--- src/rs485_consts.svh ---
`ifndef RS485_CONSTS_SVH
`define RS485_CONSTS_SVH
`define RS485_FIFO_DEPTH 8
`define RS485_RX_WIDTH 10
`define RS485_PRESCALE_DIV4 4
`define RS485_SAMPLE_BASE 16
`define RS485_LCR_PARITY_LSB 3
`define RS485_LCR_FORCE0 3'b111
`define RS485_RX_PERR_BIT 8
`define RS485_RX_ADDR_BIT 9
`endif

--- src/rs485_pkg.sv ---
package rs485_pkg;
  typedef enum logic [1:0] {tx_idle, tx_start, tx_data, tx_stop} tx_state_t;
  typedef enum logic [1:0] {rx_idle, rx_start, rx_data, rx_stop} rx_state_t;
endpackage

--- src/rs485_fifo.sv ---
`timescale 1ns/100ps
module rs485_fifo #(
  parameter int width = 10,
  parameter int depth = 8
) (
  // Clock and reset.
  input wire logic sys_clk,
  input wire logic reset_n,
  // Write side.
  input wire logic in_valid,
  output logic in_ready,
  input wire logic [width-1:0] in_data,
  // Read side.
  output logic out_valid,
  input wire logic out_ready,
  output logic [width-1:0] out_data
);
  localparam int aw = $clog2(depth);
  logic [width-1:0] mem [depth];
  logic [aw-1:0] wr_q;
  logic [aw-1:0] rd_q;
  logic [aw:0] cnt_q;
  wire push = in_valid && in_ready;
  wire pop = out_valid && out_ready;
  wire [aw:0] cnt_d = cnt_q + {{aw{1'b0}}, push} - {{aw{1'b0}}, pop};
  assign out_valid = (cnt_q != '0);
  assign out_data = mem[rd_q];
  always_ff @(posedge sys_clk) begin
    if (push) begin
      mem[wr_q] <= in_data;
    end
  end
  always_ff @(posedge sys_clk) begin
    if (!reset_n) begin
      wr_q <= '0;
      rd_q <= '0;
      cnt_q <= '0;
      in_ready <= 1'b0;
    end else begin
      if (push) begin
        wr_q <= (wr_q == aw'(depth - 1)) ? '0 : wr_q + 1'b1;
      end
      if (pop) begin
        rd_q <= (rd_q == aw'(depth - 1)) ? '0 : rd_q + 1'b1;
      end
      cnt_q <= cnt_d;
      // Ready comes from the next count, so it is a flop yet never lags a push.
      in_ready <= (cnt_d != depth[aw:0]);
    end
  end
endmodule

--- src/uart_rs485_multidrop_ctrl.sv ---
`timescale 1ns/100ps
`include "rs485_consts.svh"
// What this block does
// [RULE_01] Request-to-send follows modem bit or flow control unless auto-direction overrides.
// [RULE_02] Auto-direction drives request-to-send low on FIFO write, high after last bit.
// [RULE_03] Host turns hardware flow control off before auto-direction mode.
// [RULE_04] Inversion bit flips request-to-send polarity in auto-direction mode.
// [RULE_05] Multidrop bit selects 9-bit mode; ninth bit one marks an address.
// [RULE_06] Host-managed multidrop uses force parity zero, special detection off.
// [RULE_07] Receiver off: data dropped, address stored with parity error and interrupt.
// [RULE_08] Host enables receiver only when the address matches its identity.
// [RULE_09] Enabled receiver keeps data; next address again flags a parity error.
// [RULE_10] Auto mode drops data and non-matching addresses while receiver is off.
// [RULE_11] Matching address enables receiver, stored with ninth bit as parity error.
// [RULE_12] Auto mode enabled: mismatching address disables receiver and is dropped.
// [RULE_13] Baud generator supports non-16 sample rates, e.g. 24, 20.
// [RULE_14] Divisor 1 or 8 with sample rate 16 give the tabulated rates.
// [RULE_15] Baud equals clock over prescaler 1 or 4 over divisor times sample rate.
// [RULE_16] Sample rate is 16 minus sample count plus fractional compensation.
// [RULE_17] Direction releases only when FIFO and shifter are empty after stop bit.
module uart_rs485_multidrop_ctrl (
  // Clock and reset.
  input wire logic sys_clk,
  input wire logic reset_n,
  // Configuration.
  input wire logic modem_ctrl_rts,
  input wire logic modem_ctrl_prescale4,
  input wire logic hw_flow_en,
  input wire logic hw_flow_rts,
  input wire logic auto_dir_en,
  input wire logic auto_dir_invert,
  input wire logic multidrop_en,
  input wire logic special_char_en,
  input wire logic [7:0] second_stop_char,
  input wire logic [5:0] line_format_ctrl,
  input wire logic line_irq_en,
  input wire logic [15:0] divisor,
  input wire logic [4:0] sample_count_reg,
  input wire logic [4:0] fractional_comp,
  // Host receiver enable control.
  input wire logic rx_enable_set,
  input wire logic rx_enable_clr,
  // Transmit data.
  input wire logic tx_valid,
  output logic tx_ready,
  input wire logic [8:0] tx_data,
  // Receive data: bit 9 address, bit 8 parity error, bits 7..0 byte.
  output logic rx_valid,
  input wire logic rx_ready,
  output logic [9:0] rx_data,
  // Status.
  output logic rx_enabled,
  output logic line_irq,
  // Line.
  input wire logic line_rx,
  output logic line_tx,
  output logic rts_n
);
  // Baud generator.
  logic [1:0] pre_q;
  logic [15:0] div_q;
  logic [5:0] smp_q;
  wire [5:0] sample_rate = 6'(`RS485_SAMPLE_BASE) - {1'b0, sample_count_reg} + {1'b0, fractional_comp}; // RULE_16
  wire pre_tick = !modem_ctrl_prescale4 || (pre_q == 2'(`RS485_PRESCALE_DIV4 - 1)); // RULE_15
  wire div_tick = pre_tick && (divisor != 16'h0000) && (div_q >= divisor - 16'h0001);
  wire bit_tick = div_tick && (smp_q >= sample_rate - 6'h01); // RULE_13 RULE_14
  always_ff @(posedge sys_clk) begin
    if (!reset_n) begin
      pre_q <= 2'h0;
      div_q <= 16'h0000;
      smp_q <= 6'h00;
    end else begin
      pre_q <= pre_tick ? 2'h0 : pre_q + 2'h1;
      if (pre_tick) begin
        div_q <= div_tick ? 16'h0000 : div_q + 16'h0001;
      end
      if (div_tick) begin
        smp_q <= bit_tick ? 6'h00 : smp_q + 6'h01;
      end
    end
  end

  // Transmit path: always 8 data bits plus the ninth bit in multidrop mode.
  logic txf_valid;
  logic txf_ready;
  logic [8:0] txf_data;
  rs485_fifo #(.width(9), .depth(`RS485_FIFO_DEPTH)) u_tx_fifo (
    .sys_clk(sys_clk),
    .reset_n(reset_n),
    .in_valid(tx_valid),
    .in_ready(tx_ready),
    .in_data(tx_data),
    .out_valid(txf_valid),
    .out_ready(txf_ready),
    .out_data(txf_data)
  );
  rs485_pkg::tx_state_t tx_st_q;
  logic [8:0] tx_sh_q;
  logic [3:0] tx_cnt_q;
  wire [3:0] tx_bits = multidrop_en ? 4'h9 : 4'h8; // RULE_05
  assign txf_ready = (tx_st_q == rs485_pkg::tx_idle) && bit_tick;
  always_ff @(posedge sys_clk) begin
    if (!reset_n) begin
      tx_st_q <= rs485_pkg::tx_idle;
      tx_sh_q <= 9'h000;
      tx_cnt_q <= 4'h0;
      line_tx <= 1'b1;
    end else if (bit_tick) begin
      case (tx_st_q)
        rs485_pkg::tx_idle: begin
          line_tx <= !txf_valid;
          if (txf_valid) begin
            tx_sh_q <= txf_data;
            tx_st_q <= rs485_pkg::tx_start;
          end
        end
        rs485_pkg::tx_start: begin
          line_tx <= tx_sh_q[0];
          tx_sh_q <= {1'b0, tx_sh_q[8:1]};
          tx_cnt_q <= 4'h1;
          tx_st_q <= rs485_pkg::tx_data;
        end
        rs485_pkg::tx_data: begin
          if (tx_cnt_q == tx_bits) begin
            line_tx <= 1'b1;
            tx_st_q <= rs485_pkg::tx_stop;
          end else begin
            line_tx <= tx_sh_q[0];
            tx_sh_q <= {1'b0, tx_sh_q[8:1]};
            tx_cnt_q <= tx_cnt_q + 4'h1;
          end
        end
        rs485_pkg::tx_stop: begin
          // The stop bit is on the line in this state, so the driver stays on until it ends.
          line_tx <= 1'b1;
          tx_st_q <= rs485_pkg::tx_idle;
        end
        default: tx_st_q <= rs485_pkg::tx_idle;
      endcase
    end
  end

  // Direction control. Pending holds the direction for one cycle after tx_busy falls.
  logic tx_pend_q;
  wire tx_busy = tx_valid || txf_valid || (tx_st_q != rs485_pkg::tx_idle) || !line_tx; // RULE_17
  wire dir_level = (tx_busy || tx_pend_q) ? auto_dir_invert : !auto_dir_invert; // RULE_02 RULE_04
  wire flow_level = hw_flow_en ? hw_flow_rts : modem_ctrl_rts;
  always_ff @(posedge sys_clk) begin
    if (!reset_n) begin
      tx_pend_q <= 1'b0;
      rts_n <= 1'b1;
    end else begin
      tx_pend_q <= tx_busy;
      rts_n <= auto_dir_en ? dir_level : flow_level; // RULE_01
    end
  end

  // Receive line synchroniser: change counts when stages two and three agree.
  logic [2:0] rx_sync_q;
  logic rx_line_q;
  always_ff @(posedge sys_clk) begin
    if (!reset_n) begin
      rx_sync_q <= 3'b111;
      rx_line_q <= 1'b1;
    end else begin
      rx_sync_q <= {rx_sync_q[1:0], line_rx};
      if (rx_sync_q[2] == rx_sync_q[1]) begin
        rx_line_q <= rx_sync_q[2];
      end
    end
  end

  // Receive deserialiser, sampling at the centre of each bit.
  rs485_pkg::rx_state_t rx_st_q;
  logic [5:0] rx_smp_q;
  logic [3:0] rx_cnt_q;
  logic [8:0] rx_sh_q;
  logic rx_done_q;
  wire rx_mid = div_tick && (rx_smp_q == {1'b0, sample_rate[5:1]});
  wire rx_end = div_tick && (rx_smp_q >= sample_rate - 6'h01);
  always_ff @(posedge sys_clk) begin
    if (!reset_n) begin
      rx_st_q <= rs485_pkg::rx_idle;
      rx_smp_q <= 6'h00;
      rx_cnt_q <= 4'h0;
      rx_sh_q <= 9'h000;
      rx_done_q <= 1'b0;
    end else begin
      rx_done_q <= 1'b0;
      if (div_tick) begin
        rx_smp_q <= rx_end ? 6'h00 : rx_smp_q + 6'h01;
      end
      case (rx_st_q)
        rs485_pkg::rx_idle: begin
          rx_smp_q <= 6'h00;
          if (!rx_line_q) begin
            rx_st_q <= rs485_pkg::rx_start;
          end
        end
        rs485_pkg::rx_start: begin
          if (rx_mid) begin
            rx_st_q <= rx_line_q ? rs485_pkg::rx_idle : rs485_pkg::rx_data;
            rx_cnt_q <= 4'h0;
          end
        end
        rs485_pkg::rx_data: begin
          if (rx_mid) begin
            rx_sh_q <= multidrop_en ? {rx_line_q, rx_sh_q[8:1]} : {1'b0, rx_line_q, rx_sh_q[7:1]};
            rx_cnt_q <= rx_cnt_q + 4'h1;
            if (rx_cnt_q == tx_bits - 4'h1) begin
              rx_st_q <= rs485_pkg::rx_stop;
            end
          end
        end
        rs485_pkg::rx_stop: begin
          if (rx_mid) begin
            rx_done_q <= 1'b1;
            rx_st_q <= rs485_pkg::rx_idle;
          end
        end
        default: rx_st_q <= rs485_pkg::rx_idle;
      endcase
    end
  end

  // Multidrop filter.
  wire is_addr = multidrop_en && rx_sh_q[8]; // RULE_05
  wire force0 = line_format_ctrl[`RS485_LCR_PARITY_LSB +: 3] == `RS485_LCR_FORCE0;
  wire auto_mode = multidrop_en && special_char_en;
  wire addr_match = (rx_sh_q[7:0] == second_stop_char);
  wire perr = is_addr && (auto_mode || force0); // RULE_07 RULE_09
  wire keep_manual = !multidrop_en || rx_enabled || is_addr; // RULE_07 RULE_09
  wire keep_auto = is_addr ? addr_match : rx_enabled; // RULE_10 RULE_12
  wire keep = auto_mode ? keep_auto : keep_manual;
  wire [9:0] rx_word = {is_addr, perr, rx_sh_q[7:0]}; // RULE_11 RULE_12
  wire rxf_in_ready;
  wire push = rx_done_q && keep;
  logic rxf_valid;
  logic [9:0] rxf_data;
  rs485_fifo #(.width(`RS485_RX_WIDTH), .depth(`RS485_FIFO_DEPTH)) u_rx_fifo (
    .sys_clk(sys_clk),
    .reset_n(reset_n),
    .in_valid(push),
    .in_ready(rxf_in_ready),
    .in_data(rx_word),
    .out_valid(rxf_valid),
    .out_ready(rx_ready && !rx_valid),
    .out_data(rxf_data)
  );
  // A full FIFO drops the character, as an overrun would.
  always_ff @(posedge sys_clk) begin
    if (!reset_n) begin
      rx_enabled <= 1'b0;
      line_irq <= 1'b0;
      rx_valid <= 1'b0;
      rx_data <= 10'h000;
    end else begin
      if (rx_done_q && auto_mode && is_addr) begin
        rx_enabled <= addr_match; // RULE_11 RULE_12
      end else if (rx_enable_set) begin
        rx_enabled <= 1'b1; // RULE_08
      end else if (rx_enable_clr) begin
        rx_enabled <= 1'b0;
      end
      line_irq <= push && rxf_in_ready && perr && line_irq_en; // RULE_07 RULE_11
      if (rx_valid && rx_ready) begin
        rx_valid <= 1'b0;
      end else if (!rx_valid && rxf_valid && rx_ready) begin
        rx_valid <= 1'b1;
        rx_data <= rxf_data;
      end
    end
  end
endmodule

--- config.mk ---
export PLATFORM = sky130hd
export DESIGN_NAME = uart_rs485_multidrop_ctrl
export DESIGN_NICKNAME = d
export VERILOG_FILES = /design/src/rs485_pkg.sv /design/src/rs485_fifo.sv /design/src/uart_rs485_multidrop_ctrl.sv
export VERILOG_INCLUDE_DIRS = /design/src /design/src/src
export SDC_FILE = /design/constraint.sdc
export NUM_CORES = 1
export LEC_CHECK = 0
export BUFFER_PORTS_ARGS = -buffer_cell sky130_fd_sc_hd__buf_2
export CORE_MARGIN = 10
export CORE_UTILIZATION = 37
export CTS_CLUSTER_SIZE = 16
export DETAILED_ROUTE_END_ITERATION = 6
export SLEW_MARGIN = 20
export SYNTH_ARGS = -nofsm -noshare
export SYNTH_HDL_FRONTEND = slang
export SYNTH_SLANG_ARGS = --single-unit
--- constraint.sdc ---
create_clock -name sys_clk -period 12.3 [get_ports sys_clk]
set_input_delay 1.23 -clock sys_clk [delete_from_list [all_inputs] [get_ports sys_clk]]
set_output_delay 1.23 -clock sys_clk [all_outputs]
set_load 0.03 [all_outputs]
==> results of run 1 <==
-- kinds of logic (layout without fill, tap and decap cells) --
family / after synthesis / in the layout
fa+ha+maj: 72 / 72
compound gates: 104 / 104
flops: 258 / 258
xor+xnor: 59 / 59
mux: 86 / 86
buf+inv: 85 / 186
simple gates: 302 / 302
-- layout make-up --
class	count	area [sq um]	area share [%]
Tap cell	442	553	3.95
Clock inverter	21	288	2.06
Inverter	47	176	1.26
Sequential cell	258	6690	47.8
Multi-Input combinational cell	623	5130	36.6
Clock buffer	28	679	4.85
Timing Repair Buffer	90	489	3.49
-- layout by cell type, fill, tap and decap left out, types with 7 or more instances in the layout --
cell type | netlist | final
nand2b_1 | 15 | 15
nand2_1 | 94 | 94
nand3_1 | 21 | 21
xor2_1 | 25 | 25
a211oi_1 | 7 | 7
bufinv_16 | 0 | 7
mux4_2 | 38 | 38
nor2b_1 | 27 | 27
o211a_1 | 10 | 10
mux2i_1 | 46 | 46
xnor2_1 | 32 | 32
nand4_1 | 9 | 9
edfxtp_1 | 152 | 152
nor3_1 | 19 | 14
o21ai_0 | 23 | 23
a21o_1 | 7 | 7
nor4_1 | 10 | 9
inv_1 | 47 | 47
ha_1 | 66 | 66
a31oi_1 | 9 | 9
dfxtp_1 | 106 | 105
a21oi_1 | 16 | 16
nor2_1 | 50 | 50
and2_1 | 9 | 9
buf_4 | 2 | 13
clkbuf_16 | 0 | 27
buf_2 | 5 | 76
and3_1 | 14 | 14
-- stage by stage --
stage | setup slack (ps) | instances
2_1_floorplan | 6540 | 966
3_3_place_gp | 5410 | 1459
3_5_place_dp | 5430 | 1459
4_1_cts | 5970 | 1508
5_1_grt | 5580 | 1509
6_report | 5940 | 1509
-- synth_stat cells (4+ instances only) --
cell      number
clkbuf_1      22
dfxtp_1      106
or3_1          6
nor3_1        19
inv_1         47
nand4b_1       4
and3_1        14
edfxtp_1     152
nor2b_1       27
mux4_2        38
nand3_1       21
nor2_1        50
xor2_1        25
o21ai_0       23
o211a_1       10
xnor2_1       32
a211oi_1       7
buf_2          5
nand2_1       94
a21boi_0       4
a31oi_1        9
nand3b_1       5
a21o_1         7
ha_1          66
nand2b_1      15
nand4_1        9
and2_1         9
nor4_1        10
mux2i_1       46
o211ai_1       4
a21oi_1       16
buf_1          7
nor3b_1        6
-- worst reg2reg max path, delay by kind of cell, from the launching register on --
kind,cells,cell delay [ps]
flip-flops,1,410
AO/OA/AOI/OAI,5,1790
buffers and inverters,3,170
AND/OR/NAND/NOR,2,820
adder cells (fa/ha/maj),4,1250
-- state kept, by name (all words and copies together) (netlist names), 2 cells and up, named ones only --
name / flops
smp_q: 6
rx_cnt_q: 4
rx_sync_q: 3
u_rx_fifo.cnt_q: 4
u_tx_fifo.rd_q: 3
tx_sh_q: 9
u_rx_fifo.rd_q: 3
div_q: 16
tx_st_q: 2
pre_q: 2
u_tx_fifo.mem: 72
u_tx_fifo.wr_q: 3
u_rx_fifo.wr_q: 3
rx_data: 10
tx_cnt_q: 4
rx_sh_q: 9
u_rx_fifo.mem: 80
rx_smp_q: 6
u_tx_fifo.cnt_q: 4
-- power by group through the flow --
stage | combinational (W) | clock [W] | sequential [W]
after floorplan | 0.000218 | 0 | 0.00101
after global placement | 0.000331 | 0 | 0.000991
after detailed placement | 0.000335 | 0 | 0.000991
after CTS | 0.000337 | 0.000900 | 0.000973
after global routing | 0.000374 | 0.000933 | 0.000978
final | 0.000332 | 0.000879 | 0.000973
-- layer usage --
layer	track usage [%]	vias to the layer above	part of all wire (%)
li1	-	3705	-
met1	15.4	3573	48
met2	19.8	102	48
met3	1.68	33	3.1
met4	2.87	0	1.5
met5	0	-	0
-- path summary, 6_finish.rpt --
check	startpoint	end	slack, ps
setup / recovery	divisor[5]	u_tx_fifo.in_ready$_SDFF_PN0_	5940
hold / removal	pre_q[0]$_SDFF_PP0_	pre_q[0]$_SDFF_PP0_	420
setup reg to reg	div_q[9]$_SDFFE_PN0P_	u_tx_fifo.in_ready$_SDFF_PN0_	7760
hold reg to reg	pre_q[0]$_SDFF_PP0_	pre_q[0]$_SDFF_PP0_	420
==> metrics, run 1 <==
library cell with the largest summed area after synthesis edfxtp_1; count of flip-flops with a built-in enable after synthesis 152; cell types with the largest area share after synthesis edfxtp_1 38%, dfxtp_1 18%, mux4_2 7.1%, ha_1 6.8%, mux2i_1 3.8%; Critical Path Sink Type register; Seq pwr share 44.5%; vias in the first global route 7,356; clock root buffer clkbuf_16; cell-by-cell listing of the critical path buf_2 > or4_4 > or3_1 > nor3_1 > xnor2_1 > ha_1 > nand4_1 > nor3_1 > a2111o_1 > a41oi_1 > or2_1 > nor3_2 > ha_1 > inv_1 > ha_1 > inv_1 > fa_1 > inv_1 > o41a_1; remaining global-route overflow 0; die outline area 0.0403 sq mm; number of buffers created by CTS 27; compound-gate portion of the synthesized area 6.12%; final non-filler cell area 0.0140 sq mm; post-layout minimum cycle time 6360 ps; Setup crit start kind primary input; layout cells sized above 1 18.1%; count of different cell masters after synthesis 67; total nets after synthesis 1,100; Worst path max stage delay 730 ps; number of port buffers 77; maximum number of pins on one net before global-route repair 61; smallest hold slack 415 ps; synthesized flop and latch total 258; final setup violation count 0; worst-case clock buffer depth 3; Post-Synth XOR/XNOR Area 4.50%; cells resized by post-CTS repair 0; number of placed I/O pins 81; # DRC 0; core box area 0.0324 sq mm; Crit Path Max Fanout 15; power dissipated by switching net loads 0.000545 W; data arrival at the endpoint of the critical path 6770 ps; Yosys Warn Count 0; area added between synthesis and finish 15.7%; number of fill cells 3,032; ANT nets after route 0; Total Power 0.00218 W; worst hold path depth 1; vias post-DR 7,413; routed length per instance 15.9 microns; violation count after the first detailed-routing iteration 332; initial antenna violation count 1; sw frac 25.0%; global placer's final weighted congestion 0.771; area share of fa/ha/maj cells after synthesis 7.57%; ant diodes 0; post-synthesis sequential area ratio 55.3%; first-pass GRT wire length 39,300 microns; effective utilization at floorplan 37.4%; part of the total power dissipated in the clock network 40.3%; overall track demand over capacity in global routing 11.7%; cell at the slowest stage of the critical path a41oi_1; share of the cycle needed by the critical path after routing 51.7%; internal power component 0.00164 W; DPL Wire Length 16,300 microns; final design utilization 43.3%; number of clock sinks seen by CTS 258; slew of the pin with the lowest slew margin 1070 ps; CTS Hold Buffers Added 0; standard-cell rows 66; main combinational cell family by area after synthesis simple AND/OR/NAND/NOR gates; clock-pin slew on the worst setup and hold paths 60 ps; final wirelength 24,000 microns; # Max-Cap Violations 0; CTS tree done; leakage power summed over all cells 5.38 nW; buffers inserted by post-CTS timing repair 0; maximum operating frequency 0.157 GHz; worst reg-to-reg path cell count 14; path type of the worst min-delay path register to register; maximum ir drop on the vdd rail 0.125 mV; dominant delay contributor by cell family on the critical path simple AND/OR/NAND/NOR gates; area fraction in and, or, nand and nor cells after synthesis 12.6%; horizontal die dimension 201 microns; run status completed; RSZ-0062 raised after global routing no; number of H-tree levels 1; drt via density 4.91; required time worst endpoint 12,710 ps; combined area of all synthesized cells 0.0121 sq mm; Final TNS setup 0 ps; post-synthesis instance total 966; clock latency of the later-clocked register in the worst-skew pair 530 ps; category of the critical setup timing path primary input to register; share of synthesized area spent on multiplexers 11.1%; Fin Clk Skew 8.84 ps; placed standard-cell area 0.0130 sq mm; area share of the largest cell type after synthesis 37.7%; flip-flop cell with the highest count after synthesis edfxtp_1; critical path buffer and inverter count 4; total iterations of the first detailed-routing run 4; post-synthesis average cell area 12.5 sq um; net count of the finished layout 1,181; total power divided by cell area 156 mW/mm^2; die extent in y 201 microns; Worst path depth 19; number of hold violations in the final report 0; fraction of synthesis flops using an asynchronous set or reset pin 0%; max-slew violations 0; combinational share of power 15.2%; slew margin rel. 28.6%
No activity file was read; power rests on OpenSTA's default activity.
==> run 2, diff against run 1 <==
- clock period: 12.3 -> 6.1 ns (I/O delays scaled with it)
==> run 2 against run 1 <==
  * Setup slack got worse by 4800 ps
  * Critical endpoint unchanged
  * Wire length about the same
  * Largest power group unchanged
  * Utilization about the same
==> metrics, run 2 (same netlist as run 1, synthesis figures left out) <==
ANT nets after route 0 (unchanged); slew of the pin with the lowest slew margin 1110 ps (+41.3 ps); die outline area 0.0403 sq mm (unchanged); die extent in y 201 microns (unchanged); smallest hold slack 265 ps (-150 ps); maximum number of pins on one net before global-route repair 109 (+79%); most frequent cells in the layout 152 x edfxtp_1, 106 x dfxtp_1, 94 x nand2_1; final wirelength 24,000 microns (about the same); number of clock sinks seen by CTS 258 (unchanged); crit path from sample_count_reg[1]; post-layout minimum cycle time 4920 ps; cell with the most instances on the worst path ha_1; worst reg2reg path startpoint rx_sh_q[6]$_SDFFE_PN0P_; initial antenna violation count 0 (-1); layout cells sized above 1 18.3% (+0.17 points); horizontal die dimension 201 microns (unchanged); data arrival at the endpoint of the critical path 5320 ps (-1450 ps); vias in the first global route 7,468 (+1.5%); vias post-DR 7,426 (+0.18%); commonest non-fill, non-tap cell in the layout edfxtp_1; final non-filler cell area 0.0140 sq mm (about the same); effective utilization at floorplan 37.4% (unchanged); Critical Path Sink Type register; clock root buffer clkbuf_16; leakage power summed over all cells 5.34 nW (-0.80%); final setup violation count 0 (unchanged); global placer's final weighted congestion 0.768 (-0.43%); core box area 0.0324 sq mm (unchanged); run status completed; ant diodes 0 (unchanged); RSZ-0062 raised after global routing no; category of the critical setup timing path primary input to register; largest registers in the final layout u_rx_fifo.mem: 80 flops, u_tx_fifo.mem: 72 flops, div_q: 16 flops; Final TNS setup 0 ps (unchanged); worst reg-to-reg path cell count 8 (-6); total power divided by cell area 317 mW/mm^2 (+100%); Fin Clk Skew 9.19 ps (+0.347 ps); standard-cell rows 66 (unchanged); violation count after the first detailed-routing iteration 383 (+15%); maximum ir drop on the vdd rail 0.219 mV (+75%); cell-by-cell listing of the critical path buf_2 > inv_1 > ha_1 > ha_1 > fa_1 > xor2_1 > nor3b_1 > xnor2_1 > ha_1 > o21ai_0 > o21ba_2 > maj3_1 > nor3_2 > ha_1 > inv_1 > ha_1 > inv_1 > fa_1 > inv_1 > o41a_1; CTS tree done; cells resized by post-CTS repair 0 (unchanged); number of hold violations in the final report 0 (unchanged); first-pass GRT wire length 39,300 microns (about the same); total iterations of the first detailed-routing run 4 (unchanged); area added between synthesis and finish 15.8% (about the same); final design utilization 43.3% (about the same); CTS Hold Buffers Added 0 (unchanged); top register by number of flip-flops u_rx_fifo.mem; Crit Path Max Fanout 6 (-9); number of placed I/O pins 81 (unchanged); cell at the slowest stage of the critical path fa_1; register-to-register setup slack 2160 ps (-5600 ps); path type of the worst min-delay path primary input to register; number of fill cells 3,054 (+0.73%); required time worst endpoint 6500 ps (-6210 ps); clock latency of the later-clocked register in the worst-skew pair 520 ps (about the same); maximum operating frequency 0.203 GHz; share of the cycle needed by the critical path after routing 80.6%; number of buffers created by CTS 27 (unchanged); Worst path max stage delay 500 ps (-230 ps); drt via density 4.92 (+0.11%); Setup crit start kind primary input; routed length per instance 15.9 microns (-0.15%); # DRC 0 (unchanged); buffers inserted by post-CTS timing repair 0 (unchanged); slew margin rel. 25.9% (-2.8 points); placed standard-cell area 0.0130 sq mm (about the same); clock-pin slew on the worst setup and hold paths 60 ps (about the same); overall track demand over capacity in global routing 11.7% (-0.024 points); # Max-Cap Violations 0 (unchanged); max-slew violations 0 (unchanged); net count of the finished layout 1,182 (+0.085%); worst reg2reg path endpoint u_rx_fifo.mem[3][1]$_DFFE_PP_; number of H-tree levels 1 (unchanged); remaining global-route overflow 0 (unchanged); DPL Wire Length 16,300 microns (about the same); number of port buffers 77 (unchanged); number of flip-flops under the largest register name 80 (unchanged); Critical Path Sink u_tx_fifo.in_ready$_SDFF_PN0_; worst-case clock buffer depth 3 (unchanged)
==> run 2: routing by layer <==
| metal | routed length [microns] | GRT usage, % |
|---|---|---|
| met3 | 834 | 1.78 |
| met5 | 0 | 0 |
| met1 | 11400 | 15.6 |
| met2 | 11300 | 19.4 |
| met4 | 444 | 3.06 |
==> run 2: where the power goes <==
group          total, W  switching, W  internal [W]
Clock           0.00175      0.000670       0.00108
Sequential      0.00196     0.0000496       0.00191
Combinational  0.000726      0.000402      0.000324
Total           0.00444       0.00112       0.00332
==> run 2: critical path: cells and delay by family <==
family                     cells  cell delay, ps
and+or+nand+nor                2             530
buffers and inverters          5             270
AOI/OAI and AO/OA              3             720
xor gates and xnor gates       2             570
adders and majority gates      8            2610
==> run 2: worst min path at each step <==
stage / startpoint / to / slack, ps / cells after the start
finish: line_rx / rx_sync_q[0]$_SDFF_PN1_ / 270 / 2
detailed placement: pre_q[0]$_SDFF_PP0_ / pre_q[0]$_SDFF_PP0_ / 410 / 1
floorplan: rx_sync_q[0]$_SDFF_PN1_ / rx_sync_q[1]$_SDFF_PN1_ / 390 / 1
global placement: pre_q[0]$_SDFF_PP0_ / pre_q[0]$_SDFF_PP0_ / 410 / 1
global route: line_rx / rx_sync_q[0]$_SDFF_PN1_ / 260 / 2
CTS: line_rx / rx_sync_q[0]$_SDFF_PN1_ / 250 / 2
==> run 2: cell type report <==
cell class                      count  area, sq um  area share (%)
Inverter                           47          176            1.26
Sequential cell                   258         6690            47.7
Clock buffer                       29          703            5.02
Tap cell                          442          553            3.95
Multi-Input combinational cell    623         5130            36.6
Clock inverter                     20          260            1.86
Timing Repair Buffer               91          500            3.57
==> run 2: per-stage QoR <==
step                cells  setup slack [ps]  power, W
floorplan             966               960   0.00252
global placement     1460               615   0.00272
detailed placement   1460               570   0.00273
CTS                  1509              1120   0.00449
global route         1510               776   0.00467
finish               1510              1180   0.00444
